### src/rffe_map.svh
// Offsets, field positions, reset values and timing figures of the
// RF front-end command registers. Assumes byte addresses are 4 x index.
`ifndef RFFE_MAP_SVH
`define RFFE_MAP_SVH

// ----------------------------------------------------------------
// Register indices
// ----------------------------------------------------------------
`define RFFE_IDX_CMD_PORT   6'h00
`define RFFE_IDX_STATUS     6'h01
`define RFFE_IDX_TIMING     6'h35
`define RFFE_IDX_SLICER     6'h36
`define RFFE_IDX_MONITOR    6'h37
`define RFFE_IDX_SPEED      6'h39

// ----------------------------------------------------------------
// Field positions
// ----------------------------------------------------------------
`define RFFE_SL_BUF_BIT     7
`define RFFE_SL_EXT_BIT     6
`define RFFE_SL_GAIN_LSB    3
`define RFFE_SL_LVL_BIT     0
`define RFFE_MON_MIR_BIT    7
`define RFFE_MON_FLAW_BIT   6
`define RFFE_MON_SP_BIT     5
`define RFFE_MON_TRK_BIT    1
`define RFFE_MON_FOC_BIT    0
`define RFFE_SPD_DBL_BIT    0
`define RFFE_SPD_POL_BIT    3
`define RFFE_SPD_EQ_BIT     4
`define RFFE_SPD_CUR_BIT    5
`define RFFE_SPD_LD_BIT     7
`define RFFE_SPD_MASK       8'hB9

// ----------------------------------------------------------------
// Reset values and timing
// ----------------------------------------------------------------
`define RFFE_RST_TIMING     7'h00
`define RFFE_RST_SLICER     8'h00
`define RFFE_RST_MONITOR    8'h00
`define RFFE_RST_SPEED      8'h08
`define RFFE_RST_STEPS      4'h1
`define RFFE_STEP_PS        7460

`endif

### src/rffe_pkg.sv
// Types shared by the RF front-end command register bank.
// Assumes a single 20 MHz clock domain.
package rffe_pkg;

  // ----------------------------------------------------------------
  // Register state
  // ----------------------------------------------------------------
  typedef struct packed {
    logic        pend;
    logic [7:0]  code;
    logic [6:0]  timing;
    logic [3:0]  steps;
    logic [7:0]  slicer;
    logic [7:0]  monitor;
    logic [7:0]  speed;
    logic        probe;
    logic        ack;
    logic [31:0] dat;
  } rffe_state_t;

endpackage

### src/rffe_cmd_regs.sv
// Command-loaded configuration latches of the RF front end, reached
// over a classic Wishbone slave. Assumes inputs synchronous to clk_i.
//
// Register access over Wishbone was decided locally.
`timescale 1ns/1ps
`include "rffe_map.svh"

module rffe_cmd_regs
  import rffe_pkg::*;
(
  // Clock and reset
  input  wire logic        clk_i,
  input  wire logic        rst_i,
  // Wishbone slave
  input  wire logic        cyc_i,
  input  wire logic        stb_i,
  input  wire logic        we_i,
  input  wire logic [7:0]  adr_i,
  input  wire logic [3:0]  sel_i,
  input  wire logic [31:0] dat_i,
  output logic      [31:0] dat_o,
  output logic             ack_o,
  // Detector sources
  input  wire logic        mirror_detect_i,
  input  wire logic        flaw_detect_i,
  input  wire logic        short_pulse_i,
  // Timing setting
  output logic      [6:0]  pulse_sample_delay_o,
  output logic      [3:0]  fine_delay_steps_o,
  // Slicer and RF load
  output logic             slicer_out_buffer_en_o,
  output logic             ext_rf_load_sel_o,
  output logic      [2:0]  rf_fine_gain_o,
  output logic             rf_out_level_sel_o,
  // Test monitor and amplifier loads
  output logic             monitor_sel_mirror_o,
  output logic             monitor_sel_flaw_o,
  output logic             monitor_sel_short_pulse_o,
  output logic             analog_probe_out_o,
  output logic             tracking_load_ext_sel_o,
  output logic             focus_load_ext_sel_o,
  // Speed, laser and input
  output logic             double_speed_sel_o,
  output logic             laser_loop_polarity_o,
  output logic             eq_path_sel_o,
  output logic             pickup_current_input_o,
  output logic             laser_power_loop_en_o
);

  // ----------------------------------------------------------------
  // Helpers
  // ----------------------------------------------------------------
  function automatic logic known_code(input logic [7:0] c);
    known_code = (c == 8'h35) || (c == 8'h36)
              || (c == 8'h37) || (c == 8'h39);
  endfunction

  // Latches one parameter byte under its command code.
  function automatic rffe_state_t apply(
    input rffe_state_t s,
    input logic [7:0]  c,
    input logic [7:0]  p
  );
    rffe_state_t t;
    t = s;
    unique case (c)
      8'h35:
      begin
        t.timing = p[6:0];
        t.steps  = {1'b0, p[2:0]} + 4'h1;
      end
      8'h36:
      begin
        t.slicer = p;
      end
      8'h37:
      begin
        t.monitor = p;
      end
      8'h39:
      begin
        t.speed = p & `RFFE_SPD_MASK;
      end
      default:
      begin
        t = s;
      end
    endcase
    return t;
  endfunction

  // ----------------------------------------------------------------
  // State
  // ----------------------------------------------------------------
  rffe_state_t st_r;
  rffe_state_t st_nxt;
  logic        req;
  logic        wr;
  logic [5:0]  idx;

  assign req = cyc_i && stb_i && !st_r.ack;
  assign wr  = req && we_i && sel_i[0];
  assign idx = adr_i[7:2];

  // ----------------------------------------------------------------
  // Next state
  // ----------------------------------------------------------------
  always_comb
  begin
    st_nxt     = st_r;
    st_nxt.ack = req;
    st_nxt.dat = 32'h0000_0000;
    // Only one source drives the probe; the host keeps the
    // selection one-hot, so the fixed priority is never seen.
    if (st_r.monitor[`RFFE_MON_MIR_BIT])
    begin
      st_nxt.probe = mirror_detect_i;
    end
    else if (st_r.monitor[`RFFE_MON_FLAW_BIT])
    begin
      st_nxt.probe = flaw_detect_i;
    end
    else if (st_r.monitor[`RFFE_MON_SP_BIT])
    begin
      st_nxt.probe = short_pulse_i;
    end
    else
    begin
      st_nxt.probe = 1'b0;
    end
    if (wr)
    begin
      if (idx == `RFFE_IDX_CMD_PORT)
      begin
        // A code waits here until its parameter arrives.
        if (st_r.pend)
        begin
          st_nxt      = apply(st_nxt, st_r.code, dat_i[7:0]);
          st_nxt.pend = 1'b0;
        end
        else if (known_code(dat_i[7:0]))
        begin
          st_nxt.pend = 1'b1;
          st_nxt.code = dat_i[7:0];
        end
      end
      else if (idx == `RFFE_IDX_TIMING || idx == `RFFE_IDX_SLICER
            || idx == `RFFE_IDX_MONITOR || idx == `RFFE_IDX_SPEED)
      begin
        st_nxt = apply(st_nxt, {2'b00, idx}, dat_i[7:0]);
      end
    end
    else if (req && !we_i && idx == `RFFE_IDX_STATUS)
    begin
      st_nxt.dat = {23'h00_0000, st_r.pend, st_r.code};
    end
  end

  // ----------------------------------------------------------------
  // Registers
  // ----------------------------------------------------------------
  always_ff @(posedge clk_i)
  begin
    if (rst_i)
    begin
      st_r.pend    <= 1'b0;
      st_r.code    <= 8'h00;
      st_r.timing  <= `RFFE_RST_TIMING;
      st_r.steps   <= `RFFE_RST_STEPS;
      st_r.slicer  <= `RFFE_RST_SLICER;
      st_r.monitor <= `RFFE_RST_MONITOR;
      st_r.speed   <= `RFFE_RST_SPEED;
      st_r.probe   <= 1'b0;
      st_r.ack     <= 1'b0;
      st_r.dat     <= 32'h0000_0000;
    end
    else
    begin
      st_r <= st_nxt;
    end
  end

  // ----------------------------------------------------------------
  // Outputs
  // ----------------------------------------------------------------
  assign ack_o                     = st_r.ack;
  assign dat_o                     = st_r.dat;
  assign pulse_sample_delay_o      = st_r.timing;
  assign fine_delay_steps_o        = st_r.steps;
  assign slicer_out_buffer_en_o    = st_r.slicer[`RFFE_SL_BUF_BIT];
  assign ext_rf_load_sel_o         = st_r.slicer[`RFFE_SL_EXT_BIT];
  assign rf_fine_gain_o            = st_r.slicer[`RFFE_SL_GAIN_LSB +: 3];
  assign rf_out_level_sel_o        = st_r.slicer[`RFFE_SL_LVL_BIT];
  assign monitor_sel_mirror_o      = st_r.monitor[`RFFE_MON_MIR_BIT];
  assign monitor_sel_flaw_o        = st_r.monitor[`RFFE_MON_FLAW_BIT];
  assign monitor_sel_short_pulse_o = st_r.monitor[`RFFE_MON_SP_BIT];
  assign analog_probe_out_o        = st_r.probe;
  assign tracking_load_ext_sel_o   = st_r.monitor[`RFFE_MON_TRK_BIT];
  assign focus_load_ext_sel_o      = st_r.monitor[`RFFE_MON_FOC_BIT];
  assign double_speed_sel_o        = st_r.speed[`RFFE_SPD_DBL_BIT];
  assign laser_loop_polarity_o     = st_r.speed[`RFFE_SPD_POL_BIT];
  assign eq_path_sel_o             = st_r.speed[`RFFE_SPD_EQ_BIT];
  assign pickup_current_input_o    = st_r.speed[`RFFE_SPD_CUR_BIT];
  assign laser_power_loop_en_o     = st_r.speed[`RFFE_SPD_LD_BIT];

  logic dwr_t;
  logic dwr_s;
  logic pwr_code;
  assign dwr_t    = wr && idx == `RFFE_IDX_TIMING;
  assign dwr_s    = wr && idx == `RFFE_IDX_SPEED;
  assign pwr_code = wr && idx == `RFFE_IDX_CMD_PORT && !st_r.pend;
  logic pwr_par;
  logic ld_sl;
  logic ld_mo;
  assign pwr_par  = wr && idx == `RFFE_IDX_CMD_PORT && st_r.pend;
  assign ld_sl    = wr && (idx == `RFFE_IDX_SLICER || (pwr_par && st_r.code == 8'h36));
  assign ld_mo    = wr && (idx == `RFFE_IDX_MONITOR || (pwr_par && st_r.code == 8'h37));
endmodule // rffe_cmd_regs

### config.mk
export PLATFORM = sky130hd
export DESIGN_NAME = rffe_cmd_regs
export DESIGN_NICKNAME = d
export VERILOG_FILES = /design/src/rffe_pkg.sv /design/src/rffe_cmd_regs.sv
export VERILOG_INCLUDE_DIRS = /design/src
export SDC_FILE = /design/constraint.sdc
export NUM_CORES = 1
export LEC_CHECK = 0
export ABC_AREA = 1
export BUFFER_PORTS_ARGS = -buffer_cell sky130_fd_sc_hd__clkbuf_2
export CAP_MARGIN = 20
export CORE_ASPECT_RATIO = 1.4
export CORE_MARGIN = 2
export CORE_UTILIZATION = 47
export DETAILED_ROUTE_END_ITERATION = 10
export PLACE_DENSITY = 0.77
export RECOVER_POWER = 25
export SETUP_SLACK_MARGIN = 0.02
export SKIP_CTS_REPAIR_TIMING = 1
export SLEW_MARGIN = 20
export SYNTH_ARGS = -nofsm -noshare
export SYNTH_HDL_FRONTEND = slang
export SYNTH_SLANG_ARGS = --single-unit
export TNS_END_PERCENT = 30
### constraint.sdc
create_clock -name clk_i -period 1.75 [get_ports clk_i]
set_clock_uncertainty 0.2 [all_clocks]
set_input_delay 0.35 -clock clk_i [delete_from_list [all_inputs] [get_ports clk_i]]
set_output_delay 0.35 -clock clk_i [all_outputs]
set_load 0.03 [all_outputs]
# == Yosys cells after proc, flatten, opt, wreduce, memory -nomap -nowiden ==
# Cells that the tools add are included.
# totals
register_bits,78
input_bits,52
out_inout_bits,61
word_cells,75
# classes
addsub,1
eq_ne,18
muxes,19
bitwise,1
reduce_logical,26
# ops
operator,n
69-bit two-way mux,2
78-bit two-way mux,1
8-bit by 6-bit == test with 1-bit output (second input constant),8
8-bit two-way mux,6
32-bit two-way mux,1
9-bit two-way mux,3
6-bit == test (second input constant),4
11-bit two-way mux,2
5-bit AND reduction,4
2-bit nonzero test,5
2-bit by 1-bit inequality test with 1-bit output (second input constant),4
6-bit by 1-bit == test with 1-bit output (second input constant),1
1-bit logical AND,6
6-bit zero test,1
1-bit logical OR,6
3-bit by 1-bit adder with 4-bit output (second input constant),1
4-bit AND reduction,1
1-bit two-way mux,3
1-bit zero test,2
2-bit two-way mux,1
2-bit inequality test (second input constant),1
2-bit AND reduction,1
1-bit NOT,1

# == Logic depth before layout (Yosys ltp) ==
# Gate-level depths: netlist of run 1.
# logic_depth
word_depth,8
mapped_depth,11

# == Worst setup path after synthesis of run 1 ==
# Ideal clock, no wire load.
# synth_path
path_type,reg2reg
startpoint,register st_r (netlist bit ack_o)
endpoint,register st_r (netlist bit ext_rf_load_sel_o)
setup_ps,113
arrival_time_ps,1345
required_ps,1437
setup_slack_ps,91
stages_incl_launch_ff,9
path_buffers,1
path_cell_list,dfxtp_1 nand3b_1 nor2_2 nand2_1 nor2_2 buf_6 nand2_1 nand2_1 nor2_1
# synth_between
elab_chain_len,5
# synth_lines
item,line_no,rtl
start: declaration,rffe_cmd_regs.sv:95,rffe_state_t st_r;
start signal: assignment,rffe_cmd_regs.sv:179,st_r <= st_nxt;
1-bit zero test,rffe_cmd_regs.sv:101,assign req = cyc_i && stb_i && !st_r.ack;
1-bit logical AND,rffe_cmd_regs.sv:101,
1-bit logical AND (2 in series),rffe_cmd_regs.sv:102,assign wr = req && we_i && sel_i[0];
5-bit AND reduction (no source line),--,
# Every way passes these cells.
# A chain may end at the register's enable or synchronous reset.

# == Worst setup path in the final report of run 1 ==
# layout_path
startpoint,register st_r[72] in the netlist's numbering
endpoint,register st_r (netlist bit fine_delay_steps_o[3])
# layout_between
elab_chain_len,3
# layout_lines
item,line_no,rtl
8-bit by 6-bit == test with 1-bit output,rffe_cmd_regs.sv:66,unique case (c)
2-bit by 1-bit inequality test with 1-bit output (no source line),--,
5-bit AND reduction (no source line),--,
# Every way passes these cells.

==> metrics.cfg, run 1 <==
[placement]
dp_hpwl_um=3620
port_buffers=60
gp_congestion=0.859
placed_cells=455

[route]
wl_um=4860
drt_iter0_drc=72
first_pass_iters=4
avgRoutedWirePerCell_um=10.5
vias=2038
drc=0
ant_nets=0
via_per_inst=4.40

[yosys]
synthCells=342
synth_area_leader_cell=dfxtp_1
synth_top_area_share_pct=38.5
synth_area_leaders=dfxtp_1, buf_4, nor2_1, nand2_1, inv_1
avgSynthCellArea_um2=7.14
synth-seq-cells=47
netlist_area_um2=2440
synth_cell_types=28
ys.warnings.count=0
seq_area_frac_synth_pct=38.5

[sta]
min_period_ps=1650
post-route-period-util_pct=94.5
setup_viol=0
fmax_mhz=604
finalHoldViolCount=0
hold_ws_ps=120
maxSlewViolCount=0

[layout]
seqCellArea_um2=941
final_common_cell=nor2_1
nets=452
fill_cells=488
mostFrequentLayoutCells=nor2_1, nand2_1, dfxtp_1, clkbuf_2, inv_1
fin_cells=463
multi_input_area_um2=1100
area_growth_pct=14.5
drive_gt1_share_pct=25.9
antenna_cells=0

[global_route]
grt_pass1_wl_um=7210
track_usage_pct=16.1
grt-ovfl-total=0
grt_max_degree=31
grt_pass1_vias=1719
antenna_found_initial=0

[flow_run]
drv_cap=0

[clock_network]
cts-htree-levels=2
cts-root-buf=clkbuf_8
cts_tree=yes
insertion_delay_ps=290
path_clk_slew_ps=80
cts_buffers=5
cts_max_path_buffers=2
cts_sinks=47

[die]
die_area_um2=5800
fp.dieH_um=89.3
die_x_um=64.9
ios=113
start_util_pct=48.1
placeableCoreArea_um2=5080
fp-row-count=31

[setup_path]
startpoint=st_r[72]$_SDFFE_PP0P_
path_max_fanout=4
rr_startpoint=st_r[72]$_SDFFE_PP0P_
crit_path_start_kind=flip-flop
crit_type=flip-flop to flip-flop
arrival_ps=1690
crit_path_end_kind=flip-flop
worstPathRequired_ps=1780

[run_status]
status=complete, no violations

[power]
power.density_nw_per_um2=727
leakage_nw=1.34
worst_ir_drop_vdd_mv=0.630

[min_path]
hp-class=input pin to flip-flop
min-delay-start=flaw_detect_i

per-stage QoR:
step           area (µm²)  util [%]  total power [mW]  setup WS [ps]  TNS, ps
6_report             2800      55.0              2.03           95.7        0
5_1_grt              2800      55.0              2.12          -25.7    -81.7
4_1_cts              2780      54.7              2.05           3.81        0
3_5_place_dp         2670      52.6              1.30          -52.6     -725
3_3_place_gp         2670      52.6              1.30          -19.7     -119
2_1_floorplan        2520         -              1.27           91.4        0
final timing paths:
| check | endpoint | slack (ps) | cells past startpoint |
|---|---|---|---|
| worst min-delay path | analog_probe_out_o$_SDFF_PP0_ | 120 | 3 |
| worst max register to register | fine_delay_steps_o[3]$_SDFFE_PP0P_ | 100 | 10 |
| worst max-delay path | fine_delay_steps_o[3]$_SDFFE_PP0P_ | 100 | 10 |
| worst min register to register | pulse_sample_delay_o[2]$_SDFFE_PP0P_ | 270 | 2 |
cell type report:
cell class,instances,area share [%]
clock buffer,5,2.46
tap,66,2.95
clock inverter,2,1.34
inverter,33,4.52
timing repair buffer,77,15.6
sequential,47,33.6
multi-input combinational,233,39.5
registers in the layout (all words and copies together) (netlist names), 3 cells and up:
register,cells
fine_delay_steps_o,4
rf_fine_gain_o,3
dat_o,9
st_r,9
pulse_sample_delay_o,7
metal layers:
layer  up-vias  global-route usage, %  wire length (µm)
met5         -                      0                 0
met4         0                   5.80                78
met3         6                   3.40               226
met2        59                   30.8              2640
met1       899                   17.3              1910
li1       1074                      -                 -
synth_stat cells, drive strengths merged:
master and number:
o21ai 11, inv 33, clkbuf 2, xnor2 1, buf 50, nand2 78, ha 3, dfxtp 47
conb 1, nor3 5, a21oi 7, nand4 1, nor4 1, nor2 86, nand3 15, nand3b 1
power by group:
part | internal, mW | switching, mW | leakage, nW
registers | 1.07 | 0.000472 | 0.379
clock network | 0.417 | 0.339 | 0.0502
logic | 0.0590 | 0.149 | 0.906
total | 1.55 | 0.489 | 1.34
cells by family after synthesis:
logic type                 Yosys count  synth area share, %
other                                1                0.154
xor gates and xnor gates             1                0.359
buffers and inverters               85                 21.1
AOI/OAI and AO/OA                   18                 4.00
and+or+nand+nor                    187                 34.4
DFF                                 47                 38.5
adders and majority gates            3                 1.54
worst max-delay path, cell delays in order, from the launching register on:
cell,delay [ps]
dfxtp_1,320
inv_1,90
nand2_1,120
nor2_1,130
nand2_1,90
nand2_2,90
nand3_2,80
nor2_4,140
buf_4,150
nand2_2,50
a21oi_2,130
Note: power is estimated with default switching activity, not from simulation.
==> inputs of run 2 (changes only) <==
==> constraint.sdc (replaced) <==
create_clock -name clk_i -period 1.75 [get_ports clk_i]
set_clock_uncertainty 0.2 [all_clocks]
set_input_delay 0.175 -clock clk_i [delete_from_list [all_inputs] [get_ports clk_i]]
set_output_delay 0.175 -clock clk_i [all_outputs]
set_load 0.03 [all_outputs]
==> metrics.cfg, run 2 (synthesis gave the netlist of run 1 again) <==
[run_status]
status=finished, violations left
failed_checks=negative hold slack

[sta]
finalHoldViolCount=4
post-route-period-util_pct=95.2
maxSlewViolCount=0
setup_viol=0
layout_setup_ws_ps=84.0
fmax_mhz=600
min_period_ps=1670
hold_ws_ps=-21.7

[setup_path]
reg2reg_slack_ps=80
crit_type=flip-flop to flip-flop
reg2reg_to=laser_power_loop_en_o$_SDFFE_PP0P_
worstPathRequired_ps=1790
crit_path_end_kind=flip-flop
rr_startpoint=ack_o$_SDFF_PP0_
r2r_cells=8
path_max_fanout=9
arrival_ps=1700
crit_path_start_kind=flip-flop

[die]
die_x_um=64.9
start_util_pct=48.1
placeableCoreArea_um2=5080
fp-row-count=31
ios=113
fp.dieH_um=89.3
die_area_um2=5800

[layout]
final_area_um2=2810
drive_gt1_share_pct=21.6
fill_cells=464
mostFrequentLayoutCells=nor2_1, nand2_1, dfxtp_1
nets=453
antenna_cells=0
final_common_cell=nor2_1
area_growth_pct=15.1

[route]
avgRoutedWirePerCell_um=10.6
wl_um=4950
vias=2074
ant_nets=0
drt_iter0_drc=52
first_pass_iters=4
via_per_inst=4.46
drc=0

[clock_network]
cts_tree=yes
insertion_delay_ps=300
path_clk_slew_ps=90
cts_sinks=47
cts-htree-levels=2
cts_buffers=5
cts_max_path_buffers=2
cts-root-buf=clkbuf_8

[min_path]
hold_depth=3
hp-class=input pin to flip-flop
hold_end=pulse_sample_delay_o[3]$_SDFFE_PP0P_
min-delay-start=dat_i[3]

[global_route]
grt_pass1_wl_um=7340
track_usage_pct=16.2
antenna_found_initial=0
grt_max_degree=31
grt_pass1_vias=1753
grt-ovfl-total=0

[flow_run]
drv_cap=0

[power]
switching_share_pct=25.7
power.density_nw_per_um2=712
leakage_nw=1.31
seq_power_share_pct=53.5
switching_power_uw=514
intPower_mw=1.49
pwr-share-comb_pct=10.5
worst_ir_drop_vdd_mv=0.531
p_clk_share_pct=36.0

[placement]
gp_congestion=0.828
port_buffers=60
dp_hpwl_um=3530
placed_area_um2=2580
pre_cts_slack_ps=62.5

-- run 2: changes by cell type in the layout (fill, tap and decap cells not counted) --
cell,change
buf_12,-1
nor2_2,-1
dlygate4sd3_1,+10
clkbuf_1,+8
clkbuf_8,+2
buf_4,-8
nor2_1,+1
bufinv_16,-1
nand4_2,-1
nand4_4,+1
clkbuf_2,-8
-- run 2: how the worst max path moves through the flow --
stage,depth (start not counted),start,endpoint,slack (ps)
2_1_floorplan,8,ack_o$_SDFF_PP0_,ext_rf_load_sel_o$_SDFFE_PP0P_,90
3_3_place_gp,7,ack_o$_SDFF_PP0_,pulse_sample_delay_o[0]$_SDFFE_PP0P_,100
3_5_place_dp,7,ack_o$_SDFF_PP0_,st_r[71]$_SDFFE_PP0P_,60
4_1_cts,10,st_r[75]$_SDFFE_PP0P_,pulse_sample_delay_o[0]$_SDFFE_PP0P_,40
5_1_grt,8,ack_o$_SDFF_PP0_,eq_path_sel_o$_SDFFE_PP0P_,-7
6_report,8,ack_o$_SDFF_PP0_,laser_power_loop_en_o$_SDFFE_PP0P_,80
-- run 2: area by class of cell --
type	count	area, µm²	area share [%]
flip-flops and latches	47	941	33.5
clock buffers	7	96.3	3.43
repair buffers	78	447	15.9
multi-input cells	233	1110	39.5
inverters	33	126	4.50
well taps	66	82.6	2.94
clock inverters	1	7.51	0.267
-- run 2: power by group through the flow --
| stage | registers (mW) | clock network [mW] | logic (mW) |
|---|---|---|---|
| 2_1_floorplan | 1.10 | 0 | 0.170 |
| 3_3_place_gp | 1.10 | 0 | 0.184 |
| 3_5_place_dp | 1.10 | 0 | 0.186 |
| 4_1_cts | 1.07 | 0.735 | 0.187 |
| 5_1_grt | 1.07 | 0.777 | 0.229 |
| 6_report | 1.07 | 0.720 | 0.210 |
-- run 2: metrics by stage --
step | utilization [%] | setup TNS [ps] | power [mW] | cells
after floorplan | - | 0 | 1.27 | 364
after global placement | 50.7 | 0 | 1.28 | 444
after detailed placement | 50.7 | 0 | 1.28 | 444
after CTS | 52.8 | 0 | 1.99 | 452
after global routing | 55.3 | -17.1 | 2.08 | 465
final | 55.3 | 0 | 2.00 | 465
-- run 2: worst max-delay path: stages (launching register included) --
cell and delay [ps]:
dfxtp_1 310, nand3b_1 210, nor2_4 190, nand2_1 80, nor2_1 200, nand2_2 170, nand2_1 100, nand2_1 50
nor2_1 100
-- run 2: per-layer routing --
layer	global-route usage, %	vias up	wire length, µm
met5	0	-	0
met4	6.38	0	67
met3	4.03	7	248
met2	30.6	61	2680
met1	17.1	925	1950
li1	-	1081	-
==> inputs of run 3 (changes only) <==
--- a/config.mk
+++ b/config.mk
@@ -11,9 +11,9 @@
 export CAP_MARGIN = 20
 export CORE_ASPECT_RATIO = 1.4
 export CORE_MARGIN = 2
-export CORE_UTILIZATION = 47
+export CORE_UTILIZATION = 45
 export DETAILED_ROUTE_END_ITERATION = 10
-export PLACE_DENSITY = 0.77
+export PLACE_DENSITY = 0.74
 export RECOVER_POWER = 25
 export SETUP_SLACK_MARGIN = 0.02
 export SKIP_CTS_REPAIR_TIMING = 1
==> metrics.cfg, run 3 (synthesis gave the netlist of run 1 again) <==
[run_status]
status=finished, violations left
failed_checks=negative hold slack

[sta]
setup_viol=0
maxSlewViolCount=0
fmax_mhz=601
hold_ws_ps=-31.0
tns_ps=0
post-route-period-util_pct=95.0
min_period_ps=1660
finalHoldViolCount=6
rsz0062_at_grt=yes

[clock_network]
cts_tree=yes
cts-root-buf=clkbuf_8
cts_buffers=5
insertion_delay_ps=300
cts_sinks=47
cts-htree-levels=2
path_clk_slew_ps=80
cts_max_path_buffers=2

[route]
wl_um=5040
via_per_inst=4.54
vias=2092
first_pass_iters=6
drc=0
avgRoutedWirePerCell_um=10.9
ant_nets=0
drt_iter0_drc=85

[die]
die_x_um=66.3
start_util_pct=47.0
fp-row-count=31
ios=113
die_area_um2=6040
fp.dieH_um=91.2
placeableCoreArea_um2=5200

[layout]
fin_cells=461
final_common_cell=nor2_1
drive_gt1_share_pct=23.0
mostFrequentLayoutCells=nor2_1, nand2_1, dfxtp_1
area_growth_pct=13.7
antenna_cells=0
nets=450

[setup_path]
crit_path_start_kind=input pin
startpoint=dat_i[5]
crit_type=input pin to flip-flop
rr_startpoint=ack_o$_SDFF_PP0_
crit_path_end_kind=flip-flop
arrival_ps=1690
worstPathRequired_ps=1780
path_max_fanout=6

[placement]
placed_cells=444
dp_hpwl_um=3700
port_buffers=60
gp_congestion=0.850

[global_route]
track_usage_pct=16.2
grt_pass1_vias=1765
antenna_found_initial=0
grt_max_degree=31
grt-ovfl-total=0
grt_pass1_wl_um=7640

[power]
power.density_nw_per_um2=733
worst_ir_drop_vdd_mv=0.548
leakage_nw=1.30

[min_path]
min-delay-start=rst_i
hp-class=input pin to flip-flop

[flow_run]
drv_cap=0

run 3: cell types whose count changed in the layout (fill, tap and decap cells not counted), moves of 2 or more:
cell and change:
dlygate4sd3_1 -4, clkbuf_8 -2, dfxtp_1 -2, dfxtp_2 +2
inv_1 -2, inv_2 +2
run 3: worst paths after layout:
| check | depth (start not counted) | slack [ps] | end |
|---|---|---|---|
| max | 8 | 90 | st_r[71]$_SDFFE_PP0P_ |
| min | 2 | -30 | pulse_sample_delay_o[2]$_SDFFE_PP0P_ |
| max reg2reg | 7 | 110 | laser_loop_polarity_o$_SDFFE_PP1P_ |
| min reg2reg | 2 | 270 | dat_o[2]$_SDFF_PP0_ |
run 3: where the power goes:
part           leakage (nW)  total [mW]  internal (mW)  switching, mW
Combinational         0.865       0.202         0.0526          0.149
Clock                0.0513       0.764          0.419          0.345
Sequential            0.380        1.07           1.07       0.000551
run 3: per-layer routing:
metal  wire (µm)  global-route usage, %  vias up
met5           0                      0        -
met4         105                   6.46        0
met3         218                   3.35       10
met2        2660                   27.9       58
met1        2050                   19.2      944
li1            -                      -     1080
run 3: area by class of cell:
cell class,instances,area (µm²)
clock buffer,6,72.6
tap,66,82.6
sequential,47,943
clock inverter,1,30.0
multi-input combinational,234,1100
fill,522,2420
inverter,33,126
timing repair buffer,74,420
run 3: metrics by stage:
stage	power, mW	utilization, %	worst slack, ps	cell area (µm²)	hold WS [ps]
6_report	2.04	53.4	87.4	2780	-31.0
5_1_grt	2.11	53.4	-3.46	2780	-27.9
4_1_cts	2.04	51.8	22.2	2690	-58.1
3_5_place_dp	1.28	49.8	34.3	2590	249
3_3_place_gp	1.28	49.8	59.0	2590	244
2_1_floorplan	1.27	-	91.4	2520	110
run 3: critical path: stages:
cell           delay (ps)
dlygate4sd3_1         540
clkbuf_2              150
nand3_1                80
nor3_1                240
nand4_2               200
inv_2                 150
nor2_1                 50
nor2_1                100
